$ cat config.mk
export PLATFORM = sky130hd
export DESIGN_NAME = ecpl_port
export DESIGN_NICKNAME = d
export VERILOG_FILES = /design/src/pkg/ecpl_pkg.sv /design/src/logic/ecpl_fifo.sv /design/src/logic/ecpl_port.sv
export SDC_FILE = /design/constraint.sdc
export NUM_CORES = 1
export LEC_CHECK = 0
export BUFFER_PORTS_ARGS = -buffer_cell sky130_fd_sc_hd__buf_2
export CAP_MARGIN = 20
export CORE_AREA = 10 10 171 173
export DETAILED_ROUTE_END_ITERATION = 7
export DIE_AREA = 0 0 181 183
export GPL_TIMING_DRIVEN = 0
export PLACE_DENSITY = 0.69
export SYNTH_ARGS = -nofsm -noshare
export SYNTH_HDL_FRONTEND = slang
export SYNTH_SLANG_ARGS = --single-unit
$ cat constraint.sdc
create_clock -name mclk -period 2.8 [get_ports mclk]
set_input_delay 0.84 -clock mclk [delete_from_list [all_inputs] [get_ports mclk]]
set_output_delay 0.84 -clock mclk [all_outputs]
set_load 0.02 [all_outputs]
$ cat src/pkg/ecpl_pkg.sv
// Constants shared by the extended-capabilities parallel port logic
package ecpl_pkg;
  localparam int ECPL_WORD_BITS = 8;
  localparam int ECPL_FIFO_DEPTH = 16;
  localparam int ECPL_ADDR_BITS = 11;

  localparam logic [10:0] OFS_DATA = 11'h000;
  localparam logic [10:0] OFS_STATUS = 11'h001;
  localparam logic [10:0] OFS_CONTROL = 11'h002;
  localparam logic [10:0] OFS_FIFO = 11'h400;
  localparam logic [10:0] OFS_CONFIG_B = 11'h401;
  localparam logic [10:0] OFS_EXT_CONTROL = 11'h402;

  localparam logic [2:0] MODE_STANDARD = 3'h0;
  localparam logic [2:0] MODE_BIDIR = 3'h1;
  localparam logic [2:0] MODE_COMPAT_FIFO = 3'h2;
  localparam logic [2:0] MODE_PROTOCOL = 3'h3;
  localparam logic [2:0] MODE_ENHANCED = 3'h4;
  localparam logic [2:0] MODE_TEST = 3'h6;
  localparam logic [2:0] MODE_CONFIG = 3'h7;

  localparam int CTL_STROBE_BIT = 0;
  localparam int CTL_AUTOFD_BIT = 1;
  localparam int CTL_INIT_BIT = 2;
  localparam int CTL_SELECT_BIT = 3;
  localparam int CTL_ACKINT_BIT = 4;
  localparam int CTL_DIR_BIT = 5;
  localparam int ECR_MODE_LSB = 5;
  localparam int ECR_DMA_BIT = 3;
  localparam int ECR_SERVICE_BIT = 2;
  localparam int ADDR_TAG_BIT = 7;

  localparam logic [7:0] CONFIG_A_VALUE = 8'h10;
  localparam logic [7:0] DATA_RESET = 8'h00;
  localparam logic [5:0] CONTROL_RESET = 6'h00;
  localparam logic [2:0] MODE_RESET = 3'h0;

  // Synchronised input vector: data bits then the status lines
  localparam int IN_PERIPH_CLOCK_LINE = 8;
  localparam int IN_BUSY = 9;
  localparam int IN_REVERSE_ACKNOWLEDGE_LINE = 10;
  localparam int IN_FAULT = 11;
  localparam int IN_SELECT = 12;
  localparam int IN_BITS = 13;
  localparam logic [12:0] PIN_IN_RESET = 13'h1F00;

  localparam int CLK_PERIOD_NS = 50;
  localparam int DATA_SETUP_NS = 500;
  localparam int SETUP_RAW = (DATA_SETUP_NS + CLK_PERIOD_NS - 1) / CLK_PERIOD_NS;
  localparam int SETUP_CYCLES = (SETUP_RAW < 1) ? 1 : SETUP_RAW;
endpackage

$ cat src/logic/ecpl_fifo.sv
// Shared FIFO of 9-bit words (byte plus tag bit) with valid/ready on both sides
`timescale 1ns/1ps
`default_nettype none
module ecpl_fifo #(
  parameter int WIDTH = 9,
  parameter int DEPTH = 16
) (
  input wire logic mclk,
  input wire logic resetn,
  input wire logic flush,
  input wire logic in_valid,
  output logic in_ready,
  input wire logic [WIDTH-1:0] in_data,
  output logic out_valid,
  input wire logic out_ready,
  output logic [WIDTH-1:0] out_data,
  output logic full,
  output logic empty
);
  localparam int AW = $clog2(DEPTH);

  if (DEPTH < 2 || (1 << AW) != DEPTH || WIDTH < 1) begin : g_bad_size
    $error("FIFO depth must be a power of two of at least 2");
  end

  logic [WIDTH-1:0] mem [DEPTH];
  logic [AW:0] wr_ptr;
  logic [AW:0] rd_ptr;

  assign empty = (wr_ptr == rd_ptr);
  assign full = (wr_ptr[AW] != rd_ptr[AW]) &&
                (wr_ptr[AW-1:0] == rd_ptr[AW-1:0]);
  assign in_ready = !full;
  assign out_valid = !empty;
  assign out_data = mem[rd_ptr[AW-1:0]];

  always_ff @(posedge mclk or negedge resetn) begin
    if (!resetn) begin
      wr_ptr <= '0;
      rd_ptr <= '0;
    end else if (flush) begin
      wr_ptr <= '0;
      rd_ptr <= '0;
    end else begin
      if (in_valid && !full) begin
        wr_ptr <= wr_ptr + 1'b1;
      end
      if (out_ready && !empty) begin
        rd_ptr <= rd_ptr + 1'b1;
      end
    end
  end

  always_ff @(posedge mclk) begin
    if (in_valid && !full) begin
      mem[wr_ptr[AW-1:0]] <= in_data;
    end
  end
endmodule
`default_nettype wire

$ cat src/logic/ecpl_port.sv
// Extended-capabilities parallel port: registers, FIFO views, link engine
// Rules of the port and its peripheral
// Every link word is one byte, same as the host data path.
// One sixteen-byte FIFO serves all FIFO views in both directions.
// Compatibility FIFO mode runs strobe and busy handshake in hardware.
// Run-length count byte is swallowed; the next byte is repeated.
// Hardware compression is optional and not provided here.
// Select-in stays deasserted throughout protocol mode.
// Forward: byte on data lines, strobe asserted, interlocked with busy.
// Peripheral drops busy when it can take another byte.
// Forward: host flow line marks address/command versus data.
// Reverse: host flow line asserted requests a byte, interlocked.
// Peripheral clock asserted means reverse byte on data lines valid.
// Reverse: busy line tags command or data; captured with each byte.
// Reverse-request line low selects reverse, high forward.
// Peripheral acknowledges reverse request by pulling reverse ack low.
// Data lines stay undriven until reverse ack shows forward again.
// Peripheral drives data only in protocol, flow low, select-in high.
// Peripheral request asserted in forward raises error indication.
// Peripheral request is only a hint; host keeps direction control.
// Status, control and extended control reachable in every mode.
// Config B reflects configured interrupt line and DMA channel.
// Extended control mode field selects register views and behaviour.
// Direction bit: 1 input, 0 output; ignored in modes 000 and 010.
// Address FIFO byte bit 7: 1 channel address, 0 run-length count.
// Config A reads only bit 4 set; extended control bit layout fixed.
`timescale 1ns/1ps
`default_nettype none
module ecpl_port
  import ecpl_pkg::*;
#(
  parameter int FIFO_DEPTH = ECPL_FIFO_DEPTH
) (
  input wire logic mclk,
  input wire logic resetn,
  input wire logic [10:0] reg_addr,
  input wire logic reg_wr,
  input wire logic reg_rd,
  input wire logic [7:0] reg_wdata,
  output logic [7:0] reg_rdata,
  input wire logic [2:0] cfg_irq_select,
  input wire logic [2:0] cfg_dma_select,
  input wire logic interrupt_line_level,
  input wire logic [7:0] pd_in,
  output logic [7:0] pd_out,
  output logic pd_oe_n,
  output logic host_clock_strobe,
  output logic host_flow_line,
  output logic reverse_request_line,
  output logic select_in_line,
  input wire logic periph_clock_line,
  input wire logic periph_flow_line,
  input wire logic reverse_acknowledge_line,
  input wire logic peripheral_request_line,
  input wire logic select_status_line,
  output logic error_interrupt
);
  if (FIFO_DEPTH != ECPL_FIFO_DEPTH) begin : g_bad_depth
    $error("The shared FIFO must hold sixteen bytes");
  end

  typedef enum logic [2:0] {
    LK_IDLE,
    LK_SETUP,
    LK_STROBE,
    LK_REV_TURN,
    LK_REV_WAIT,
    LK_REV_DONE,
    LK_FWD_TURN
  } ecpl_link_state_type;

  ecpl_link_state_type link_state;

  logic [IN_BITS-1:0] raw_in;
  logic [IN_BITS-1:0] sync_a;
  logic [IN_BITS-1:0] sync_b;
  logic [IN_BITS-1:0] sync_c;
  logic [IN_BITS-1:0] pin_in;

  logic [7:0] data_latch;
  logic [5:0] control;
  logic [2:0] mode;
  logic dma_request_enable;
  logic service_interrupt_flag;
  logic [7:0] last_read;

  logic [7:0] link_byte;
  logic strobe_n;
  logic flow_n;
  logic init_n;
  logic reversed;
  logic [7:0] setup_cnt;
  logic [6:0] rle_count;
  logic rle_pending;
  logic [7:0] rep_left;
  logic [8:0] push_word;

  logic fifo_in_valid;
  logic fifo_in_ready;
  logic [8:0] fifo_in_data;
  logic fifo_out_valid;
  logic fifo_out_ready;
  logic [8:0] fifo_out_data;
  logic fifo_full;
  logic fifo_empty;
  logic fifo_flush;

  logic dir_in;
  logic proto_mode;
  logic fwd_engine;
  logic host_push;
  logic host_pop;
  logic eng_pop;
  logic [8:0] host_word;
  logic ecr_write;

  // Three-stage input synchroniser; a change counts when stages agree
  assign raw_in = {select_status_line, peripheral_request_line,
                   reverse_acknowledge_line, periph_flow_line,
                   periph_clock_line, pd_in};

  for (genvar g = 0; g < IN_BITS; g++) begin : g_sync
    always_ff @(posedge mclk or negedge resetn) begin
      if (!resetn) begin
        sync_a[g] <= PIN_IN_RESET[g];
        sync_b[g] <= PIN_IN_RESET[g];
        sync_c[g] <= PIN_IN_RESET[g];
        pin_in[g] <= PIN_IN_RESET[g];
      end else begin
        sync_a[g] <= raw_in[g];
        sync_b[g] <= sync_a[g];
        sync_c[g] <= sync_b[g];
        if (sync_b[g] == sync_c[g]) begin
          pin_in[g] <= sync_c[g];
        end
      end
    end
  end

  // Mode and direction decode
  assign dir_in = control[CTL_DIR_BIT] &&
                  (mode != MODE_STANDARD) &&
                  (mode != MODE_COMPAT_FIFO);
  assign proto_mode = (mode == MODE_PROTOCOL);
  assign fwd_engine = (mode == MODE_COMPAT_FIFO) ||
                      (proto_mode && !dir_in && !reversed);

  // Host accesses into the shared FIFO views
  assign ecr_write = reg_wr && (reg_addr == OFS_EXT_CONTROL);
  assign fifo_flush = ecr_write &&
    (reg_wdata[7:ECR_MODE_LSB] == MODE_STANDARD ||
     reg_wdata[7:ECR_MODE_LSB] == MODE_BIDIR);

  always_comb begin
    host_push = 1'b0;
    host_word = {1'b0, reg_wdata};
    if (reg_wr && reg_addr == OFS_DATA && proto_mode && !dir_in) begin
      host_push = 1'b1;
      host_word = {1'b1, reg_wdata};
    end else if (reg_wr && reg_addr == OFS_FIFO) begin
      host_push = (mode == MODE_COMPAT_FIFO) || (mode == MODE_TEST) ||
                  (proto_mode && !dir_in);
    end
  end

  assign host_pop = reg_rd && (reg_addr == OFS_FIFO) &&
                    ((mode == MODE_TEST) || (proto_mode && dir_in));
  assign eng_pop = (link_state == LK_IDLE) && fwd_engine && fifo_out_valid;

  assign fifo_in_valid = reversed ? (rep_left != 8'h00) : host_push;
  assign fifo_in_data = reversed ? push_word : host_word;
  assign fifo_out_ready = eng_pop || host_pop;

  ecpl_fifo #(
    .WIDTH(ECPL_WORD_BITS + 1),
    .DEPTH(FIFO_DEPTH)
  ) u_fifo (
    .mclk(mclk),
    .resetn(resetn),
    .flush(fifo_flush),
    .in_valid(fifo_in_valid),
    .in_ready(fifo_in_ready),
    .in_data(fifo_in_data),
    .out_valid(fifo_out_valid),
    .out_ready(fifo_out_ready),
    .out_data(fifo_out_data),
    .full(fifo_full),
    .empty(fifo_empty)
  );

  // Software-visible control state
  always_ff @(posedge mclk or negedge resetn) begin
    if (!resetn) begin
      data_latch <= DATA_RESET;
      control <= CONTROL_RESET;
    end else if (reg_wr) begin
      if (reg_addr == OFS_DATA &&
          (mode == MODE_STANDARD || mode == MODE_BIDIR)) begin
        data_latch <= reg_wdata;
      end
      if (reg_addr == OFS_CONTROL) begin
        control <= reg_wdata[5:0];
      end
    end
  end

  always_ff @(posedge mclk or negedge resetn) begin
    if (!resetn) begin
      mode <= MODE_RESET;
      dma_request_enable <= 1'b0;
    end else if (ecr_write) begin
      mode <= reg_wdata[7:ECR_MODE_LSB];
      dma_request_enable <= reg_wdata[ECR_DMA_BIT];
    end
  end

  // Service flag: hardware set wins over a software clear
  always_ff @(posedge mclk or negedge resetn) begin
    if (!resetn) begin
      service_interrupt_flag <= 1'b0;
    end else if (!dma_request_enable &&
                 ((!dir_in && fifo_empty) || (dir_in && fifo_full))) begin
      service_interrupt_flag <= 1'b1;
    end else if (ecr_write) begin
      service_interrupt_flag <= reg_wdata[ECR_SERVICE_BIT];
    end
  end

  // Register read port; an empty FIFO re-reads the last byte
  always_ff @(posedge mclk or negedge resetn) begin
    if (!resetn) begin
      reg_rdata <= 8'h00;
      last_read <= 8'h00;
    end else if (reg_rd) begin
      case (reg_addr)
        OFS_DATA: begin
          reg_rdata <= proto_mode ? 8'h00 : pin_in[7:0];
        end
        OFS_STATUS: begin
          reg_rdata <= {~pin_in[IN_BUSY], pin_in[IN_PERIPH_CLOCK_LINE],
                        pin_in[IN_REVERSE_ACKNOWLEDGE_LINE], pin_in[IN_SELECT],
                        pin_in[IN_FAULT], 3'h0};
        end
        OFS_CONTROL: begin
          reg_rdata <= {2'h0, control};
        end
        OFS_FIFO: begin
          if (mode == MODE_CONFIG) begin
            reg_rdata <= CONFIG_A_VALUE;
          end else if (host_pop && fifo_out_valid) begin
            reg_rdata <= fifo_out_data[7:0];
            last_read <= fifo_out_data[7:0];
          end else begin
            reg_rdata <= last_read;
          end
        end
        OFS_CONFIG_B: begin
          reg_rdata <= (mode == MODE_CONFIG) ?
            {1'b0, interrupt_line_level, cfg_irq_select,
             cfg_dma_select} : 8'h00;
        end
        OFS_EXT_CONTROL: begin
          reg_rdata <= {mode, 1'b0, dma_request_enable,
                        service_interrupt_flag, fifo_full,
                        fifo_empty};
        end
        default: begin
          reg_rdata <= 8'h00;
        end
      endcase
    end
  end

  // Link engine: forward strobe handshake, turnaround, reverse receive
  always_ff @(posedge mclk or negedge resetn) begin
    if (!resetn) begin
      link_state <= LK_IDLE;
      link_byte <= 8'h00;
      strobe_n <= 1'b1;
      flow_n <= 1'b1;
      init_n <= 1'b1;
      reversed <= 1'b0;
      setup_cnt <= 8'h00;
    end else begin
      case (link_state)
        LK_IDLE: begin
          if (eng_pop) begin
            link_byte <= fifo_out_data[7:0];
            flow_n <= ~fifo_out_data[8];
            setup_cnt <= 8'(SETUP_CYCLES);
            link_state <= LK_SETUP;
          end else if (proto_mode && dir_in) begin
            init_n <= 1'b0;
            link_state <= LK_REV_TURN;
          end
        end
        LK_SETUP: begin
          if (setup_cnt != 8'h00) begin
            setup_cnt <= setup_cnt - 8'h01;
          end else if (!pin_in[IN_BUSY]) begin
            strobe_n <= 1'b0;
            link_state <= LK_STROBE;
          end
        end
        LK_STROBE: begin
          if (pin_in[IN_BUSY]) begin
            strobe_n <= 1'b1;
            link_state <= LK_IDLE;
          end
        end
        LK_REV_TURN: begin
          if (!pin_in[IN_REVERSE_ACKNOWLEDGE_LINE]) begin
            reversed <= 1'b1;
            flow_n <= 1'b0;
            link_state <= LK_REV_WAIT;
          end
        end
        LK_REV_WAIT: begin
          if (!dir_in) begin
            flow_n <= 1'b1;
            init_n <= 1'b1;
            link_state <= LK_FWD_TURN;
          end else if (!pin_in[IN_PERIPH_CLOCK_LINE]) begin
            flow_n <= 1'b1;
            link_state <= LK_REV_DONE;
          end
        end
        LK_REV_DONE: begin
          if (pin_in[IN_PERIPH_CLOCK_LINE] && rep_left == 8'h00) begin
            if (dir_in) begin
              flow_n <= 1'b0;
              link_state <= LK_REV_WAIT;
            end else begin
              init_n <= 1'b1;
              link_state <= LK_FWD_TURN;
            end
          end
        end
        LK_FWD_TURN: begin
          if (pin_in[IN_REVERSE_ACKNOWLEDGE_LINE]) begin
            reversed <= 1'b0;
            link_state <= LK_IDLE;
          end
        end
        default: begin
          link_state <= LK_IDLE;
        end
      endcase
    end
  end

  // Reverse byte capture with run-length expansion into the FIFO
  always_ff @(posedge mclk or negedge resetn) begin
    if (!resetn) begin
      rle_count <= 7'h00;
      rle_pending <= 1'b0;
      rep_left <= 8'h00;
      push_word <= 9'h000;
    end else if (link_state == LK_REV_WAIT && dir_in &&
                 !pin_in[IN_PERIPH_CLOCK_LINE]) begin
      if (!pin_in[IN_BUSY] && !pin_in[ADDR_TAG_BIT]) begin
        rle_count <= pin_in[6:0];
        rle_pending <= 1'b1;
      end else begin
        push_word <= {~pin_in[IN_BUSY], pin_in[7:0]};
        rep_left <= (rle_pending && pin_in[IN_BUSY]) ?
                    ({1'b0, rle_count} + 8'h01) : 8'h01;
        rle_pending <= 1'b0;
      end
    end else if (rep_left != 8'h00 && fifo_in_ready) begin
      rep_left <= rep_left - 8'h01;
    end
  end

  // Registered pin drive
  always_ff @(posedge mclk or negedge resetn) begin
    if (!resetn) begin
      pd_out <= 8'h00;
      pd_oe_n <= 1'b1;
      host_clock_strobe <= 1'b1;
      host_flow_line <= 1'b1;
      reverse_request_line <= 1'b0;
      select_in_line <= 1'b1;
      error_interrupt <= 1'b0;
    end else begin
      pd_out <= (proto_mode || mode == MODE_COMPAT_FIFO) ?
                link_byte : data_latch;
      pd_oe_n <= reversed || dir_in;
      if (proto_mode) begin
        host_clock_strobe <= strobe_n;
        host_flow_line <= flow_n;
        reverse_request_line <= init_n;
        select_in_line <= 1'b1;
      end else begin
        host_clock_strobe <= (mode == MODE_COMPAT_FIFO) ?
          strobe_n : ~control[CTL_STROBE_BIT];
        host_flow_line <= ~control[CTL_AUTOFD_BIT];
        reverse_request_line <= control[CTL_INIT_BIT];
        select_in_line <= ~control[CTL_SELECT_BIT];
      end
      error_interrupt <= proto_mode && !reversed &&
                         !pin_in[IN_FAULT];
    end
  end
endmodule
`default_nettype wire

# Word level (Yosys, flattened, before mapping)
# Memory sizes are Yosys's and may differ from the RTL's.
# Index checks and enable logic that the tools add are counted.
# op_classes
n_addsub	5
reduce_logical	80
n_eq_ne	48
bitwise	7
n_mux	63
# op_table
operator	count
8-bit 2-to-1 mux	10
8-bit one-hot mux with 6 select lines	1
11-bit equality test (second input constant)	3
1-bit logical AND	31
3-bit 2-to-1 mux	10
1-bit 2-to-1 mux	28
2-bit inequality test (second input constant)	12
3-bit one-hot mux with 7 select lines	1
5-bit 2-to-1 mux	4
9-bit 2-to-1 mux	2
8-bit one-hot mux with 2 select lines	1
8-bit nonzero test	2
8-bit by 1-bit subtractor with 8-bit output (second input constant)	2
3-bit equality test (second input constant)	5
2-bit nonzero test	7
1-bit equality test	13
3-bit by 2-bit equality test with 1-bit output (second input constant)	4
2-bit AND reduction	6
11-bit by 1-bit equality test with 1-bit output (second input constant)	1
11-bit by 2-bit equality test with 1-bit output (second input constant)	1
11-bit logical NOT	1
5-bit by 1-bit adder with 5-bit output (second input constant)	2
1-bit logical OR	10
3-bit by 1-bit equality test with 1-bit output (second input constant)	3
21 further kinds	43
# word_totals
ramBits	144
register_bits	159
wordCells	283
out_inout_bits	22
n_memories	1
# memory_table
name	depth	word_bits	rd	rd_ports_with_merged_regs	wr	line_no	source
u_fifo.mem	16	9	1	0	1	ecpl_fifo.sv:26	logic [WIDTH-1:0] mem [DEPTH];

# Longest topological paths before layout
# depth
ltp_word	13
ltp_mapped	9
ltp_nobuf	7

# Modules after synthesis
# From an unflattened synthesis, not the netlist that was laid out.
# unflattened
cells_unflattened	871
area_unflattened_um2	12797.3
# modules_own_cells
module	area_per_inst_um2	n_inst	cells_per_inst	seq_area_each_um2
ecpl_port	6521.3	1	575	3762.4
ecpl_fifo	6276.0	1	296	4574.4

# Worst setup path after synthesis
# No wires, ideal clock.
# synth_timing
path_kind	input to register
startpoint	input port reg_addr[10]
endpoint	memory u_fifo.mem[5][0] (enable)
required_time_ns	2.413
slack_ns	-0.442
arrival_ns	2.855
stages	7
cell_sequence	buf_2 > nor3_1 > nand4_1 > o22ai_1 > o21ai_1 > clkbuf_1 > nor3_1
# synth_between
elab_chain_cells	9
# synth_lines
item	line_no	source
start: declaration	ecpl_port.sv:36	input wire logic [10:0] reg_addr,
11-bit logical NOT	ecpl_port.sv:157	if (reg_wr && reg_addr == OFS_DATA && proto_mode && !dir_in) begin
1-bit logical AND (3 in series)	ecpl_port.sv:157	
1-bit 2-to-1 mux *	ecpl_port.sv:157	
1-bit 2-to-1 mux *	ecpl_port.sv:170	assign fifo_in_valid = reversed ? (rep_left != 8'h00) : host_push;
1-bit logical AND *	ecpl_fifo.sv:55	if (in_valid && !full) begin
1-bit 2-to-1 mux *	ecpl_fifo.sv:55	
1-bit 2-to-1 mux (not written as such) *	ecpl_fifo.sv:56	mem[wr_ptr[AW-1:0]] <= in_data;
end: declaration	ecpl_fifo.sv:26	
# Mark *: on every way between the ends. The rest lies on a longest branch, timed or not.

# Final worst setup path
# layout_timing
startpoint	register link_state[2]
endpoint	register rle_count[2]
# layout_between
elab_chain_cells	4
# layout_lines
item	line_no	source
start: declaration	ecpl_port.sv:72	ecpl_link_state_type link_state;
start signal: assignment	ecpl_port.sv:277	link_state <= LK_IDLE;
start signal: assignment	ecpl_port.sv:291	link_state <= LK_SETUP;
start signal: assignment	ecpl_port.sv:294	link_state <= LK_REV_TURN;
3-bit equality test	ecpl_port.sv:359	end else if (link_state == LK_REV_WAIT && dir_in &&
1-bit logical AND (2 in series)	ecpl_port.sv:359	
2-bit AND reduction (no line)	-	
end signal: assignment	ecpl_port.sv:362	rle_count <= pin_in[6:0];
end: declaration	ecpl_port.sv:93	logic [6:0] rle_count;
# No other way between the ends.
# A chain may end at the register's enable or synchronous reset.

==> flow_summary_export.csv <==
group,metric,value,unit
status,outcome,"complete, no violations",
global_route,grt_antenna_before_repair,0,
global_route,grt_pass1_wl,48.4,mm
critical_path,r2r_slack,0.09,ns
critical_path,reg2reg_depth,5,
sta,fin_crit,2.71,ns
critical_path,endpoint,"rle_count[2]",
critical_path,crit_type,"register to register",
floorplanning,dieArea,33100,sq um
routing,via_per_inst,5.92,
synthesis,synth.yosys.seq_area_share,0.655,
critical_path,arrival,3.15,ns
cts,cts_tree,"done",
synthesis,syn_nets,939,
critical_path,cp_max_fo,9,
critical_path,critPathMaxStageDelay,0.69,ns
critical_path,critPathTopFamily,"simple AND/OR/NAND/NOR gates",
synthesis,synth_cell_types,76,
sta,slew_violations,0,
floorplanning,core,25800,sq um
critical_path,required,3.24,ns
synthesis,yosysWarningCount,0,
cts,path_clk_slew,0.07,ns
cts,h-tree-depth,1,
final_layout,finalInstanceArea,14900,sq um
placed_design,gp_congestion,0.875,
critical_path,critical_path_depth,5,
sta,worst_pin_slew,0.902,ns
placed_design,place_inst,1285,
synthesis,synth.avg_cell_area,14.4,sq um
cts,root_buffer,"clkbuf_16",
synthesis,synth_ff_type,"edfxtp_1",
global_route,grt_pass1_vias,8049,
routing,wirelength,31.2,mm
synthesis,ys_ff_latch,303,
cts,cts_sinks,303,
sta,maxSlewHeadroom,0.395,
final_layout,fillers,1974,
floorplanning,die_x,181,microns
critical_path,critPathCaptureType,"register",
routing,drt-pass1-iter-count,5,
floorplanning,start_util,0.494,
sta,setup_viol_count_final,0,
final_layout,num-nets-final,1049,
routing,post-route-drc-count,0,
sta,grt_setup_unrepaired,"no",
cts,cts_buffers,31,
final_layout,area_growth,16.9,%
sta,finalHoldViolCount,0,
placed_design,hpwl,21.3,mm
synthesis,syn_inst,886,
critical_path,r2r_start,"link_state[2]",
run,maxCapViolCount,0,
power_and_ir_drop,fin_total_pwr,11.6,mW
floorplanning,rows,59,
routing,num_vias,8034,
sta,fmax,369,MHz
synthesis,synth_edf_count,144,
synthesis,yosysTopAreaCell,"edfxtp_1",
critical_path,r2r_end,"rle_count[2]",
synthesis,yosysTopAreaCellShare,0.339,
routing,dr.first_iter.drc_count,686,
floorplanning,ios,65,
critical_path,start_kind,"register",
power_and_ir_drop,power.density,781,nW/um^2
critical_path,startpoint,"link_state[2]",
critical_path,crit_chain,"nor4b_1 > nand2_1 > or3_1 > clkbuf_1 > mux2_1",
cts,clk-insertion-delay-late,0.58,ns
routing,ant_nets,0,
final_layout,post_layout_nonfiller_instances,1356,
critical_path,critPathBufInv,1,
synthesis,synthTopCellsByArea,"edfxtp_1 34%, dfrtp_1 26%, mux4_2 6.2%",
sta,fin_skew,0.0243,ns
critical_path,cp_slowest_cell,"nor4b_1",
final_layout,insertedDiodeCount,0,
global_route,track_usage,0.185,
power_and_ir_drop,leakage,5.71,nW
synthesis,async_flop_share,0.525,
worst_hold_path,min_path_type,"input port to asynchronous set/reset pin",
sta,fin_crit_sh,0.968,
cts,hold_buffers,0,
power_and_ir_drop,irDropWorstVdd,0.000575,V
routing,drt-wirelength-per-cell,23.0,microns
global_route,grt_overflow,0,
final_layout,drive_gt1_frac,0.272,
global_route,grt_max_degree,88,
synthesis,synth_area,12700,sq um
floorplanning,die_h,183,microns
cts,clk_path_buf_depth,3,
placed_design,io_buffer_count,61,
placed_design,dpl_cell_area,13600,sq um
layout by cell type (no fill, tap or decap), types with 27 or more instances in the layout:
master,Yosys,final
dfstp_2,27,27
clkbuf_16,0,34
buf_2,11,71
edfxtp_1,144,144
mux4_2,35,35
nor2_1,39,34
dfrtp_1,132,132
a21oi_1,28,28
mux2_2,41,41
nand2_1,72,72
metal layers:
layer  up-vias  share of wire  global-route usage
li1       3592              -                   -
met1      4122           0.43               0.249
met2       270           0.47               0.302
met3        50          0.061              0.0289
met4         0          0.034              0.0648
met5         -              0                   0
how the worst min path moves through the flow:
stage / slack [ns] / cells after the start / endpoint / startpoint
floorplan: 0.33 / 0 / sync_b[0] / sync_a[0]
global placement: 0.33 / 0 / sync_b[6] / sync_a[6]
detailed placement: 0.34 / 0 / sync_b[0] / sync_a[0]
CTS: 0.30 / 1 / last_read[2] / resetn
global route: 0.32 / 1 / reg_rdata[2] / resetn
finish: 0.29 / 1 / last_read[2] / resetn
timing repair:
action | CTS | global route
pin swaps | 7 | 1
resized for setup | 11 | 4
setup buffers | 12 | 1
endpoints found under the setup margin | 145 | 147
stage by stage:
step                setup WS, ns  utilization  hold WS (ns)  setup TNS (ns)
global placement           -1.45        0.524         0.333         -340.55
floorplan               -0.00206            -         0.331         -0.0743
global route             0.00412        0.578         0.318               0
detailed placement        -0.919        0.526         0.337         -114.22
finish                    0.0892        0.578         0.291               0
CTS                      0.00859        0.577         0.300               0
flip-flops by register name, summed over array words and instances, names as in the netlist, 3 cells and up:
name           count
control            6
data_latch         8
last_read          8
link_byte          8
link_state         3
mode               3
pd_out             8
pin_in            13
push_word          9
reg_rdata          8
rep_left           8
rle_count          7
setup_cnt          8
sync_a            13
sync_b            13
sync_c            13
u_fifo.mem       144
u_fifo.rd_ptr      5
u_fifo.wr_ptr      5
synthesized netlist by cell type (11+ instances only):
master    instances
mux2_2           41
nand2_1          72
nand3_1          23
o21ai_1          18
clkbuf_1         24
o21ai_0          19
nor2b_1          12
edfxtp_1        144
xnor2_1          13
nand2b_1         11
dfstp_2          27
a21oi_1          28
maj3_1           13
and3_1           12
mux4_2           35
buf_2            11
nor3_1           15
inv_1            11
dfrtp_1         132
nor2_1           39
cells by family after synthesis:
family / count (synthesis) / share of synthesized area
DFF: 303 / 0.655
and+or+nand+nor: 240 / 0.0979
AOI/OAI and AO/OA: 148 / 0.0791
muxes: 94 / 0.113
buffers and inverters: 55 / 0.0194
xor gates and xnor gates: 23 / 0.0158
adders and majority gates: 23 / 0.0200
area by class of cell:
| type | instances | area, sq um | share of cell area |
|---|---|---|---|
| Buffer | 43 | 205 | 0.0138 |
| Clock buffer | 42 | 941 | 0.0632 |
| Clock inverter | 16 | 209 | 0.0140 |
| Inverter | 12 | 45.0 | 0.00302 |
| Multi-Input combinational cell | 528 | 4240 | 0.285 |
| Sequential cell | 303 | 8340 | 0.560 |
| Tap cell | 335 | 419 | 0.0281 |
| Timing Repair Buffer | 77 | 493 | 0.0331 |
power breakdown:
part	internal, mW	switching [mW]
clock	2.74	1.74
sequential	5.16	0.261
combinational	0.630	1.09
total	8.53	3.10
(Power assumes the default switching activity.)
